File: src/shared/ccs_regs.svh
// Register offsets, field positions, reset values and start-up counts of the clock control block
`ifndef CCS_REGS_SVH
`define CCS_REGS_SVH
// ----------------------------------------
// Register byte offsets
// ----------------------------------------
`define CCS_OFS_CONFIG      8'h00
`define CCS_OFS_CONTROL     8'h04
`define CCS_OFS_STATUS      8'h08
// ----------------------------------------
// Field positions
// ----------------------------------------
`define CCS_CFG_SEL_LSB     0
`define CCS_CFG_SUT_LSB     4
`define CCS_CFG_DIV8_BIT    6
`define CCS_CTL_MODE_LSB    0
`define CCS_CTL_SLEEP_BIT   2
`define CCS_CTL_RESTART_BIT 3
// ----------------------------------------
// Reset values (fuse 1 = unprogrammed)
// ----------------------------------------
`define CCS_CONFIG_RESET    7'h22
// ----------------------------------------
// Start-up counts
// ----------------------------------------
`define CCS_RST_CK_CYCLES   14
`define CCS_WDT_SHORT       4096
`define CCS_WDT_LONG        65536
`define CCS_WAKE_RC         6
`define CCS_WAKE_258        258
`define CCS_WAKE_1K         1024
`define CCS_WAKE_16K        16384
`define CCS_WAKE_32K        32768
`endif

File: src/shared/ccs_pkg.sv
// Types shared by the clock control block
package ccs_pkg;
  // Sequencer states
  typedef enum logic [2:0] {
    CCS_ST_RST_CK  = 3'b000,
    CCS_ST_RST_WDT = 3'b001,
    CCS_ST_RUN     = 3'b010,
    CCS_ST_SLEEP   = 3'b011,
    CCS_ST_WAKE    = 3'b100
  } ccs_state_t;
  // Decoded clock source
  typedef enum logic [2:0] {
    CCS_SRC_EXT   = 3'b000,
    CCS_SRC_RC    = 3'b001,
    CCS_SRC_LFXT  = 3'b010,
    CCS_SRC_XTAL  = 3'b011,
    CCS_SRC_RSVD  = 3'b100
  } ccs_source_t;
  // Sleep modes
  typedef enum logic [1:0] {
    CCS_SLP_IDLE  = 2'b00,
    CCS_SLP_NOISE = 2'b01,
    CCS_SLP_DOWN  = 2'b10,
    CCS_SLP_SAVE  = 2'b11
  } ccs_sleep_t;
endpackage

File: src/shared/ccs_count_if.sv
// Link between the sequencer and its start-up counter
`timescale 1ns/100ps
interface ccs_count_if #(parameter int WIDTH = 17);
  logic             load;      // Load length this cycle
  logic [WIDTH-1:0] length;    // Count to load
  logic             use_tick;  // Count only on watchdog ticks
  logic             tick;      // Watchdog oscillator rising edge
  logic             done;      // Count has reached zero
  modport ctl (output load, output length, output use_tick, output tick, input done);
  modport cnt (input load, input length, input use_tick, input tick, output done);
endinterface

File: src/logic/ccs_clock_control.sv
// Clock source decode, start-up sequencer and clock-domain gating with APB registers
`timescale 1ns/100ps
`include "ccs_regs.svh"
// How it works
// Core clock off stops all core activity
// Peripheral clock on; async interrupt detect otherwise
// Two-wire address match async while peripherals halted
// Program memory clock follows core clock
// Async timer clock runs in power-save sleep
// Converter keeps own clock in noise reduction
// Four select bits decode the clock source
// Fuse bit one means unprogrammed
// Wake-up counts selected source cycles first
// Reset adds delay counted on watchdog ticks
// Watchdog delay is 4096 or 65536 ticks
// Default config internal RC, longest, divide eight
// Upper crystal select bits pick amplifier mode
// Lowest amplifier mode only for ceramic resonators
// Crystal wake count 258, 1K or 16K
// Crystal reset delay 14 cycles plus watchdog part
// Short crystal wake never with real crystals
// Hold reset, gate core until counts expire
// RC wake 6 cycles; delay by start-up bits
module ccs_clock_control
  import ccs_pkg::*;
#(
  parameter int WDT_LONG  = `CCS_WDT_LONG,
  parameter int WAKE_16K  = `CCS_WAKE_16K,
  parameter int WAKE_32K  = `CCS_WAKE_32K
) (
  input  wire logic        i_clock,
  input  wire logic        i_rst,
  input  wire logic        i_psel,
  input  wire logic        i_penable,
  input  wire logic        i_pwrite,
  input  wire logic [7:0]  i_paddr,
  input  wire logic [31:0] i_pwdata,
  output logic      [31:0] o_prdata,
  output logic             o_pready,
  output logic             o_pslverr,
  input  wire logic        i_wdt_osc,
  input  wire logic        i_wake,
  output logic             o_internal_reset,
  output logic             o_core_clock_en,
  output logic             o_periph_clock_en,
  output logic             o_flash_clock_en,
  output logic             o_async_clock_en,
  output logic             o_conv_clock_en,
  output logic             o_async_int_detect_en,
  output logic             o_twi_async_addr_en,
  output logic [2:0]       o_osc_source,
  output logic [2:0]       o_osc_amp_mode,
  output logic             o_initial_div8
);
  localparam int CW = 17;  // Counter width, holds 65536

  // ----------------------------------------
  // Declarations
  // ----------------------------------------
  logic [6:0]  config_reg, config_next;     // Fuse image, software writable
  logic [6:0]  active_reg, active_next;     // Fuse image in force since last reset
  logic [1:0]  mode_reg, mode_next;         // Sleep mode for the next sleep
  ccs_state_t  state_reg, state_next;       // Sequencer state
  logic        wdt_prev_reg, wdt_prev_next; // Last watchdog oscillator level
  logic [31:0] prdata_reg, prdata_next;     // Read data
  logic        pready_reg, pready_next;     // Access-phase answer
  logic        pslverr_reg, pslverr_next;   // Unmapped address
  logic        wr_en;                       // Write takes effect this edge
  logic        sleep_go;                    // Software asks for sleep
  logic        restart;                     // Software asks for reset sequence
  ccs_source_t src;                         // Decoded source of active image
  logic [CW-1:0] wake_len;                  // Wake count minus one
  logic [CW-1:0] wdt_len;                   // Watchdog delay in ticks
  logic [6:0]  gate_reg, gate_next;         // Domain enables and reset
  logic [2:0]  amp_reg, amp_next;           // Amplifier mode
  logic [2:0]  src_reg;                     // Registered source
  logic        div8_reg;                    // Registered prescale request

  ccs_count_if #(.WIDTH(CW)) count_bus ();

  // ----------------------------------------
  // Fuse decode
  // ----------------------------------------
  // Reserved codes fall back to the 16K wake count and the long watchdog delay, the safe side
  always_comb begin
    logic [3:0] sel;
    logic [1:0] startup_time_select;
    logic [2:0] key;
    sel = active_reg[3:0];
    startup_time_select = active_reg[5:4];
    key = {sel[0], startup_time_select};
    if (sel[3]) begin
      src = CCS_SRC_XTAL;
    end else if (sel[3:2] == 2'b01) begin
      src = CCS_SRC_LFXT;
    end else if (sel == 4'h2) begin
      src = CCS_SRC_RC;
    end else if (sel == 4'h0) begin
      src = CCS_SRC_EXT;
    end else begin
      src = CCS_SRC_RSVD;
    end
    wake_len = CW'(WAKE_16K - 1);
    wdt_len  = CW'(WDT_LONG);
    unique case (src)
      CCS_SRC_XTAL: begin
        if (key <= 3'b001) begin
          wake_len = CW'(`CCS_WAKE_258 - 1);
        end else if (key <= 3'b100) begin
          wake_len = CW'(`CCS_WAKE_1K - 1);
        end
        if (key == 3'b010 || key == 3'b101) begin
          wdt_len = '0;
        end else if (key == 3'b000 || key == 3'b011 || key == 3'b110) begin
          wdt_len = CW'(`CCS_WDT_SHORT);
        end
      end
      CCS_SRC_LFXT: begin
        wake_len = sel[0] ? CW'(WAKE_32K - 1) : CW'(`CCS_WAKE_1K - 1);
        wdt_len  = (startup_time_select == 2'b00) ? '0 : (startup_time_select == 2'b01) ? CW'(`CCS_WDT_SHORT) : CW'(WDT_LONG);
      end
      CCS_SRC_RC, CCS_SRC_EXT: begin
        wake_len = CW'(`CCS_WAKE_RC - 1);
        wdt_len  = (startup_time_select == 2'b00) ? '0 : (startup_time_select == 2'b01) ? CW'(`CCS_WDT_SHORT) : CW'(WDT_LONG);
      end
      CCS_SRC_RSVD: begin
      end
      default: begin
      end
    endcase
  end

  // ----------------------------------------
  // APB slave, one wait state
  // ----------------------------------------
  assign wr_en    = i_psel & i_penable & pready_reg & i_pwrite;
  assign sleep_go = wr_en & (i_paddr == `CCS_OFS_CONTROL) & i_pwdata[`CCS_CTL_SLEEP_BIT];
  assign restart  = wr_en & (i_paddr == `CCS_OFS_CONTROL) & i_pwdata[`CCS_CTL_RESTART_BIT];

  // Answer one cycle into the access phase, then drop for the next request
  always_comb begin
    config_next  = config_reg;
    mode_next    = mode_reg;
    pready_next  = i_psel & i_penable & ~pready_reg;
    pslverr_next = 1'b0;
    prdata_next  = prdata_reg;
    if (wr_en && i_paddr == `CCS_OFS_CONFIG) begin
      config_next = i_pwdata[6:0];  // Takes effect at the next restart
    end
    if (wr_en && i_paddr == `CCS_OFS_CONTROL) begin
      mode_next = i_pwdata[`CCS_CTL_MODE_LSB +: 2];
    end
    if (pready_next) begin
      prdata_next = 32'h0000_0000;
      unique case (i_paddr)
        `CCS_OFS_CONFIG:  prdata_next[6:0] = config_reg;
        `CCS_OFS_CONTROL: prdata_next[1:0] = mode_reg;
        `CCS_OFS_STATUS:  prdata_next[13:0] = {amp_reg, active_reg, state_reg, 1'b0};
        default:          pslverr_next = 1'b1;  // Unmapped word
      endcase
    end
  end

  // Register bus state
  always_ff @(posedge i_clock) begin
    if (i_rst) begin
      config_reg  <= `CCS_CONFIG_RESET;
      mode_reg    <= 2'b00;
      prdata_reg  <= 32'h0000_0000;
      pready_reg  <= 1'b0;
      pslverr_reg <= 1'b0;
    end else begin
      config_reg  <= config_next;
      mode_reg    <= mode_next;
      prdata_reg  <= prdata_next;
      pready_reg  <= pready_next;
      pslverr_reg <= pslverr_next;
    end
  end

  // ----------------------------------------
  // Start-up sequencer
  // ----------------------------------------
  // The counter is loaded on the edge that enters each timed state
  always_comb begin
    state_next         = state_reg;
    active_next        = active_reg;
    wdt_prev_next      = i_wdt_osc;
    count_bus.load     = 1'b0;
    count_bus.length   = '0;
    count_bus.use_tick = (state_reg == CCS_ST_RST_WDT);
    count_bus.tick     = i_wdt_osc & ~wdt_prev_reg;
    unique case (state_reg)
      CCS_ST_RST_CK: begin
        if (count_bus.done) begin
          if (wdt_len == '0) begin
            state_next = CCS_ST_RUN;
          end else begin
            state_next       = CCS_ST_RST_WDT;
            count_bus.load   = 1'b1;
            count_bus.length = wdt_len;
          end
        end
      end
      CCS_ST_RST_WDT: begin
        if (count_bus.done) begin
          state_next = CCS_ST_RUN;
        end
      end
      CCS_ST_RUN: begin
        if (sleep_go) begin
          state_next = CCS_ST_SLEEP;
        end
      end
      CCS_ST_SLEEP: begin
        if (i_wake) begin
          if (mode_reg[1]) begin
            state_next       = CCS_ST_WAKE;
            count_bus.load   = 1'b1;
            count_bus.length = wake_len;
          end else begin
            state_next = CCS_ST_RUN;  // Oscillator kept running, no wait
          end
        end
      end
      CCS_ST_WAKE: begin
        if (count_bus.done) begin
          state_next = CCS_ST_RUN;
        end
      end
      default: begin
        state_next = CCS_ST_RST_CK;  // Illegal code restarts safely
      end
    endcase
    if (restart) begin  // Software restart loads the fuse image from config_reg
      state_next       = CCS_ST_RST_CK;
      active_next      = config_reg;
      count_bus.load   = 1'b1;
      count_bus.length = CW'(`CCS_RST_CK_CYCLES - 1);
    end
  end

  // Sequencer state
  always_ff @(posedge i_clock) begin
    if (i_rst) begin
      state_reg    <= CCS_ST_RST_CK;
      active_reg   <= `CCS_CONFIG_RESET;
      wdt_prev_reg <= 1'b0;
    end else begin
      state_reg    <= state_next;
      active_reg   <= active_next;
      wdt_prev_reg <= wdt_prev_next;
    end
  end

  ccs_startup_counter #(.WIDTH(CW), .RESET_LEN(`CCS_RST_CK_CYCLES - 1)) u_count (
    .i_clock (i_clock),
    .i_rst   (i_rst),
    .cnt     (count_bus)
  );

  // ----------------------------------------
  // Clock-domain gating
  // ----------------------------------------
  // Enables follow the next state and next mode so they line up with state_reg and mode_reg
  // gate: {reset, core, periph, flash, async, conv, async detect}
  always_comb begin
    logic run;
    logic slp;
    run       = (state_next == CCS_ST_RUN);
    slp       = (state_next == CCS_ST_SLEEP);
    gate_next = 7'h00;
    gate_next[6] = (state_next == CCS_ST_RST_CK) || (state_next == CCS_ST_RST_WDT);
    gate_next[5] = run;
    gate_next[4] = run || (slp && mode_next == CCS_SLP_IDLE);
    gate_next[3] = run;
    gate_next[2] = run || (slp && mode_next != CCS_SLP_DOWN);
    gate_next[1] = run || (slp && mode_next[1] == 1'b0);
    gate_next[0] = !gate_next[4];  // Async detect whenever peripherals halt   R2 R3
    amp_next  = (src == CCS_SRC_XTAL) ? active_reg[3:1] : 3'h0;
  end

  // Output flops
  always_ff @(posedge i_clock) begin
    if (i_rst) begin
      gate_reg <= 7'h41;
      amp_reg  <= 3'h0;
      src_reg  <= CCS_SRC_RC;
      div8_reg <= 1'b1;
    end else begin
      gate_reg <= gate_next;
      amp_reg  <= amp_next;
      src_reg  <= src;
      div8_reg <= ~active_reg[`CCS_CFG_DIV8_BIT];
    end
  end

  assign o_prdata              = prdata_reg;
  assign o_pready              = pready_reg;
  assign o_pslverr             = pslverr_reg;
  assign o_internal_reset      = gate_reg[6];
  assign o_core_clock_en       = gate_reg[5];
  assign o_periph_clock_en     = gate_reg[4];
  assign o_flash_clock_en      = gate_reg[3];
  assign o_async_clock_en      = gate_reg[2];
  assign o_conv_clock_en       = gate_reg[1];
  assign o_async_int_detect_en = gate_reg[0];
  assign o_twi_async_addr_en   = gate_reg[0];
  assign o_osc_source          = src_reg;
  assign o_osc_amp_mode        = amp_reg;
  assign o_initial_div8        = div8_reg;

  // Cycles spent in the reset-clock phase, saturating; a counter keeps the check cheap
  logic [4:0] ck_len_reg, ck_len_next;
  always_comb begin
    ck_len_next = 5'h00;
    if (state_reg == CCS_ST_RST_CK) begin
      ck_len_next = (ck_len_reg == 5'h1F) ? ck_len_reg : ck_len_reg + 5'h01;
    end
  end

  // Phase length register
  always_ff @(posedge i_clock) begin
    if (i_rst) begin
      ck_len_reg <= 5'h00;
    end else begin
      ck_len_reg <= ck_len_next;
    end
  end
endmodule

File: src/logic/ccs_startup_counter.sv
// Down counter that times oscillator start-up and reset delays
`timescale 1ns/100ps
`include "ccs_regs.svh"
module ccs_startup_counter #(
  parameter int WIDTH     = 17,
  parameter int RESET_LEN = `CCS_RST_CK_CYCLES - 1
) (
  input  wire logic i_clock,
  input  wire logic i_rst,
  ccs_count_if.cnt  cnt
);
  logic [WIDTH-1:0] count_reg;   // Remaining count
  logic [WIDTH-1:0] count_next;

  // ----------------------------------------
  // Next count
  // ----------------------------------------
  // Load wins over decrement so a new phase never inherits a stale count
  always_comb begin
    count_next = count_reg;
    if (cnt.load) begin
      count_next = cnt.length;
    end else if ((count_reg != '0) && (!cnt.use_tick || cnt.tick)) begin
      count_next = count_reg - WIDTH'(1);
    end
  end

  // Register
  always_ff @(posedge i_clock) begin
    if (i_rst) begin
      count_reg <= WIDTH'(RESET_LEN);
    end else begin
      count_reg <= count_next;
    end
  end

  assign cnt.done = (count_reg == '0);
endmodule

File: config.mk
export PLATFORM = sky130hd
export DESIGN_NAME = ccs_clock_control
export DESIGN_NICKNAME = d
export VERILOG_FILES = /design/src/shared/ccs_pkg.sv /design/src/shared/ccs_count_if.sv /design/src/logic/ccs_clock_control.sv /design/src/logic/ccs_startup_counter.sv
export VERILOG_INCLUDE_DIRS = /design/src /design/src/shared
export SDC_FILE = /design/constraint.sdc
export NUM_CORES = 1
export LEC_CHECK = 0
export BUFFER_PORTS_ARGS = -buffer_cell sky130_fd_sc_hd__buf_2
export CORE_MARGIN = 3
export CORE_UTILIZATION = 40
export CTS_CLUSTER_SIZE = 12
export DETAILED_ROUTE_END_ITERATION = 16
export GPL_TIMING_DRIVEN = 0
export MAX_ROUTING_LAYER = met4
export PLACE_DENSITY = 0.79
export REMOVE_ABC_BUFFERS = 1
export SLEW_MARGIN = 15
export SYNTH_ARGS = -nofsm -noshare
export SYNTH_HDL_FRONTEND = slang
export SYNTH_SLANG_ARGS = --single-unit
export TNS_END_PERCENT = 5
File: constraint.sdc
create_clock -name i_clock -period 2.9 [get_ports i_clock]
set_clock_uncertainty 0.1 [all_clocks]
set_input_delay 0.58 -clock i_clock [delete_from_list [all_inputs] [get_ports i_clock]]
set_output_delay 0.58 -clock i_clock [all_outputs]
set_load 0.005 [all_outputs]
==> flow_metrics.tcl, run 1 <==
set metrics [dict create \
    drtIter0Drc 239 \
    clk_pin_slew_ns 0.08 \
    wl_met3_um 565 \
    grt_use_total 0.175 \
    numCtsBuffers 9 \
    synth-async-reset-ratio 0 \
    clk_path_buf_depth 2 \
    max_cap_violations 0 \
    synth_area_leaders "dfxtp_1 40%, nor2_1 5.9%, buf_4 4.5%" \
    fin_crit_ns 2.86 \
    dp.cells 523 \
    r2r_end "u_count.count_reg[10]" \
    worstSetupStartpointType "flop" \
    grt_first_pass_wirelength_mm 13.4 \
    cts_max_level 3 \
    maxSlewHeadroom 0.390 \
    synth_edf_count 0 \
    dr_total_vias 2961 \
    cp-endpoint "u_count.count_reg[10]" \
    cts_hold_buf 0 \
    overflow 0 \
    worstHoldPathType "reg2reg" \
    syn2layout_area_growth_pct 14.3 \
    required_ns 3.04 \
    power.density_mw_per_mm2 482 \
    dpl.hpwl_mm 5.46 \
    diodes 0 \
    core_area_mm2 0.00789 \
    nets 484 \
    die_h_um 97.2 \
    fmaxAchievable_ghz 0.350 \
    fillers 745 \
    portBuffers 52 \
    synth.most_common_cell "dfxtp_1" \
    dpl_cell_area_mm2 0.00352 \
    worstSetupPathType "reg2reg" \
    synth.distinct_cells 64 \
    largest_reg_flops 17 \
    wire_per_inst_um 14.7 \
    synthCells 397 \
    setup_viol 0 \
    first_pass_iters 4 \
    synth_area_leader_cell "dfxtp_1" \
    io_pins 96 \
    yosysWarnings 0 \
    setup_tns_ns 0 \
    avgSynthCellArea_um2 8.38 \
    drt.antenna.violating_nets 0 \
    reg2reg_slack_ns 0.04 \
    grt_antenna_before_repair 0 \
    finalInstanceArea_mm2 0.00380 \
    initial_core_util 0.422 \
    finalWeightedCongestion 0.860 \
    yosysTopAreaCellShare 0.397 \
    num_rows 32 \
    dr_wl_met2_mm 3.76 \
    reg2regPathDepth 6 \
    fin_cells 543 \
    insertion_delay_ns 0.35 \
    worstReg2RegStart "u_count.count_reg[4]" \
    finalWirelength_mm 7.96 \
    dieArea_mm2 0.00945 \
    synthTopCellsByCount "66 x dfxtp_1, 52 x nor2_1, 32 x nand2_1" \
    crit_arrival_ns 3.00 \
    crit_start "u_count.count_reg[4]" \
    fin_crit_sh 0.987 \
    cts_root_buf "clkbuf_8" \
    cts_tree "yes" \
    rsz0062_at_grt "yes" \
    power.leakage_nw 1.62 \
    outcome "completed" \
    max-vdd-ir-drop_mv 0.285 \
    worst_setup_path_end_kind "flop" \
    maxSlewViolCount 0 \
    seq_area_frac_synth 0.397 \
    grt_max_degree 45 \
    drc 0 \
    critPathMaxFanout 12 \
    drive_above_1_share 0.234 \
    final_hold_viol_count 0 \
    met1Wirelength_mm 3.55 \
    viasPerCell 5.45 \
    highest-signal-layer "met4" \
    clock-sinks 66 \
    worst_pin_slew_ns 0.910 \
    ys.flop_type "dfxtp_1" \
    die_x_um 97.2 \
    ys_seq_elements 66 \
    synth_area_mm2 0.00333 \
    grt_pass1_vias 2771 \
]
worst min-delay path by stage:
stage | start | end | slack [ns] | cells after the start
floorplan | active_reg[6] | o_initial_div8 | 0.28 | 1
global placement | active_reg[6] | o_initial_div8 | 0.30 | 1
detailed placement | active_reg[6] | o_initial_div8 | 0.30 | 1
CTS | active_reg[6] | o_initial_div8 | 0.32 | 1
global route | active_reg[6] | o_initial_div8 | 0.37 | 1
finish | active_reg[6] | o_initial_div8 | 0.32 | 1
cell families (layout without fill, tap and decap cells):
logic type / after synthesis / count (layout) / share of synthesized area
AO/OA/AOI/OAI: 97 / 97 / 0.211
flip-flops: 66 / 66 / 0.397
multiplexers: 14 / 14 / 0.0440
AND/OR/NAND/NOR: 153 / 153 / 0.231
buffers and inverters: 58 / 85 / 0.0933
adder cells (fa/ha/maj): 1 / 1 / 0.00376
other: 1 / 18 / 0.00113
XOR/XNOR: 7 / 7 / 0.0184
what timing repair did:
action                     in CTS  in global routing
resized for setup               8                  3
setup buffers                   4                  0
setup endpoints to repair      23                 18
pin swaps                       1                  3
area by class of cell:
type / instances / area, um2 / area share
Tap cell: 102 / 128 / 0.0336
Multi-Input combinational cell: 290 / 1810 / 0.475
Inverter: 13 / 48.8 / 0.0128
Sequential cell: 66 / 1320 / 0.347
Clock buffer: 9 / 124 / 0.0326
Clock inverter: 7 / 83.8 / 0.0220
Timing Repair Buffer: 56 / 290 / 0.0763
worst max-delay path, cell delays in order, from the launching register on:
cell	delay, ns
dfxtp_1	0.37
or4_4	0.58
nor4_2	0.49
nand2_1	0.24
o21ai_2	0.56
a41oi_1	0.10
o221a_2	0.31
placed cells by master (no fill, tap or decap), types with 4 or more instances in the layout:
| cell | count |
|---|---|
| nor4_1 | 8 |
| or4_4 | 4 |
| or3_1 | 4 |
| or2_2 | 4 |
| dfxtp_1 | 66 |
| nand2_1 | 32 |
| nand3b_1 | 4 |
| and2_1 | 4 |
| buf_4 | 4 |
| clkbuf_8 | 9 |
| nor3_1 | 13 |
| mux2i_1 | 9 |
| nand3_1 | 4 |
| or4_1 | 5 |
| inv_1 | 13 |
| o221a_2 | 6 |
| mux2_2 | 5 |
| conb_1 | 18 |
| nand2b_1 | 4 |
| o21ai_0 | 11 |
| xnor2_1 | 4 |
| nor2_1 | 50 |
| buf_2 | 52 |
| a21oi_1 | 26 |
| a22oi_1 | 13 |
| a31oi_1 | 6 |
stage by stage:
step                utilization  setup slack, ns  power [mW]  hold WS [ns]
global route              0.482          -0.0194        1.91         0.366
detailed placement        0.446           -0.754        1.04         0.303
finish                    0.482           0.0391        1.83         0.322
CTS                       0.481           0.0262        1.85         0.324
global placement          0.446           -0.682        1.04         0.297
floorplan                     -          -0.0401       0.998         0.283
power by group:
group          leakage (nW)  switching (mW)  internal, mW  total [mW]
logic                 0.985          0.0610        0.0398       0.101
registers             0.533         0.00987         0.915       0.925
clock network         0.102           0.397         0.411       0.809
routing by layer:
layer  global-route usage  up-vias
met3               0.0488        9
met2                0.280       99
met1                0.218     1379
met5                    -        -
li1                     -     1474
met4               0.0497        0
Power figures use the tool's default switching activity.
==> inputs of run 2 (changes only) <==
--- a/config.mk
+++ b/config.mk
@@ -7,13 +7,15 @@
 export NUM_CORES = 1
 export LEC_CHECK = 0
 export BUFFER_PORTS_ARGS = -buffer_cell sky130_fd_sc_hd__buf_2
+export CELL_PAD_IN_SITES_DETAIL_PLACEMENT = 2
+export CELL_PAD_IN_SITES_GLOBAL_PLACEMENT = 2
 export CORE_MARGIN = 3
-export CORE_UTILIZATION = 40
+export CORE_UTILIZATION = 27
 export CTS_CLUSTER_SIZE = 12
 export DETAILED_ROUTE_END_ITERATION = 16
 export GPL_TIMING_DRIVEN = 0
 export MAX_ROUTING_LAYER = met4
-export PLACE_DENSITY = 0.79
+export PLACE_DENSITY = 0.88
 export REMOVE_ABC_BUFFERS = 1
 export SLEW_MARGIN = 15
 export SYNTH_ARGS = -nofsm -noshare
==> constraint.sdc (replaced) <==
create_clock -name i_clock -period 2.9 [get_ports i_clock]
set_clock_uncertainty 0.1 [all_clocks]
set_input_delay 0.58 -clock i_clock [delete_from_list [all_inputs] [get_ports i_clock]]
set_output_delay 0.58 -clock i_clock [all_outputs]
set_load 0.02 [all_outputs]
==> flow_metrics.tcl, run 2 (synthesized netlist as in run 1, its figures left out) <==
set metrics [dict create \
    max_stage_delay_ns 0.56 \
    busiest_layer "met2" \
    crit_path_top_delay_cell "or4_4" \
    power.leakage_nw 1.71 \
    seqPwrFrac 0.418 \
    drive_above_1_share 0.248 \
    core_area_mm2 0.0117 \
    gr-usage-met3 0.0416 \
    portBuffers 52 \
    overflow 0 \
    clock-sinks 66 \
    setup_viol 1 \
    crit_top_cell "or4_4" \
    cts_max_level 3 \
    maxSlewHeadroom 0.225 \
    swShare 0.230 \
    drtIter0Drc 166 \
    crit_chain "or4_4 > or4_4 > o31a_4 > a211oi_4 > buf_4 > o21ai_0 > o32a_1" \
    rsz0062_at_grt "yes" \
    switching_power_mw 0.511 \
    max-vdd-ir-drop_mv 0.333 \
    grt_first_pass_wirelength_mm 18.7 \
    grt_use_total 0.184 \
    syn2layout_area_growth_pct 21.2 \
    p_int_mw 1.71 \
    nets 487 \
    r2r_end "u_count.count_reg[3]" \
    dpl.hpwl_mm 7.41 \
    outcome "finished with violations" \
    dr_total_vias 3264 \
    cts_root_buf "clkbuf_16" \
    finalWirelength_mm 12.4 \
    reg2regPathDepth 7 \
    cts_tree "yes" \
    diodes 0 \
    drt.antenna.violating_nets 0 \
    worstHoldPathType "reg2reg" \
    clk_pin_slew_ns 0.05 \
    dieArea_mm2 0.0137 \
    max_cap_violations 0 \
    clk_path_buf_depth 2 \
    numCtsBuffers 9 \
    maxSlewViolCount 0 \
    use_met2 0.295 \
    wire_per_inst_um 21.1 \
    grt_antenna_before_repair 0 \
    die_x_um 117 \
    worstSetupPathType "reg2reg" \
    fin_crit_ns 2.90 \
    p_comb_frac 0.059 \
    final_hold_viol_count 0 \
    largest_reg_flops 17 \
    grt_pass1_vias 3384 \
    worstSetupStartpointType "flop" \
    fin_crit_sh 1.00 \
    die_h_um 117 \
    critPathMaxFanout 6 \
    pwr-share-clk 0.523 \
    num_rows 39 \
    crit_arrival_ns 3.02 \
    finalWeightedCongestion 0.794 \
    cp-endpoint "u_count.count_reg[3]" \
    violations "setup timing" \
    required_ns 3.02 \
    final_cell_mix "63 x dfxtp_1, 52 x buf_2, 51 x nor2_1, 32 x nand2_1, 25 x a21oi_1" \
    worst_setup_path_end_kind "flop" \
    final_common_cell "dfxtp_1" \
    drc 0 \
    crit_start "u_count.count_reg[10]" \
    initial_core_util 0.284 \
    fmaxAchievable_ghz 0.344 \
    insertion_delay_ns 0.34 \
    power.density_mw_per_mm2 551 \
    first_pass_iters 4 \
    utilization 0.344 \
    cts_hold_buf 0 \
    fin_ws_ns -0.00410 \
    io_pins 96 \
    worst_pin_slew_ns 1.16 \
    viasPerCell 5.56 \
    worstReg2RegStart "u_count.count_reg[10]" \
    post-place-ws_ns -1.03 \
    grt_max_degree 45 \
    use_met1 0.228 \
    reg2reg_slack_ns -0.004 \
]
-- run 2: changes by cell type in the layout (fill, tap and decap cells not counted), sizes merged --
| cell | before | now |
|---|---|---|
| clkbuf | 9 | 11 |
| bufinv | 1 | 2 |
| clkinv | 2 | 3 |
| buf | 56 | 59 |
| inv | 16 | 13 |
| clkinvlp | 1 | 0 |
-- run 2: worst min path at each step --
stage                              from              to  slack, ns  cells after the start
after CTS                 active_reg[6]  o_initial_div8       0.33                      1
after global routing      active_reg[6]  o_initial_div8       0.36                      1
after global placement    active_reg[6]  o_initial_div8       0.30                      1
after floorplan           active_reg[6]  o_initial_div8       0.28                      1
after detailed placement  active_reg[6]  o_initial_div8       0.32                      1
final                     active_reg[6]  o_initial_div8       0.32                      1
-- run 2: repair_timing --
action,4_1_cts,5_1_grt
setup buffers,3,3
pin swaps,2,4
endpoints found under the setup margin,25,26
gates resized for setup,11,11
cloned,0,1
-- run 2: area by class of cell --
class                           instances  area (um2)
Clock inverter                          5        78.8
Inverter                               13        48.8
Multi-Input combinational cell        290        1840
Clock buffer                           11         233
Tap cell                              143         179
Timing Repair Buffer                   59         329
Sequential cell                        66        1330
Fill cell                            1326        7680
-- run 2: through the flow --
| step | instance area [um2] | cells | TNS (ns) | hold WS [ns] | total power [mW] |
|---|---|---|---|---|---|
| floorplan | 3130 | 369 | -0.0929 | 0.283 | 1.01 |
| global placement | 3570 | 564 | -19.50 | 0.298 | 1.06 |
| detailed placement | 3570 | 564 | -22.56 | 0.321 | 1.06 |
| CTS | 3950 | 583 | 0 | 0.334 | 2.22 |
| global route | 4030 | 587 | -0.295 | 0.362 | 2.30 |
| finish | 4030 | 587 | -0.00410 | 0.322 | 2.22 |
-- run 2: critical path, delay by kind of cell, from the launching register on --
kind / cells / cell delay, ns
compound gates: 4 / 1.04
buf+inv: 1 / 0.18
flops: 1 / 0.35
simple gates: 2 / 1.11
-- run 2: metal layers --
| metal | wire length [um] | share of wire |
|---|---|---|
| met1 | 5150 | 0.42 |
| met2 | 6210 | 0.50 |
| met3 | 705 | 0.057 |
| met4 | 306 | 0.025 |
| met5 | 0 | 0 |
-- run 2: power groups by stage --
| stage | clock (mW) | sequential, mW | combinational (mW) |
|---|---|---|---|
| floorplan | 0 | 0.945 | 0.0696 |
| global placement | 0 | 0.945 | 0.111 |
| detailed placement | 0 | 0.946 | 0.118 |
| CTS | 1.17 | 0.927 | 0.124 |
| global route | 1.23 | 0.929 | 0.144 |
| finish | 1.16 | 0.928 | 0.132 |
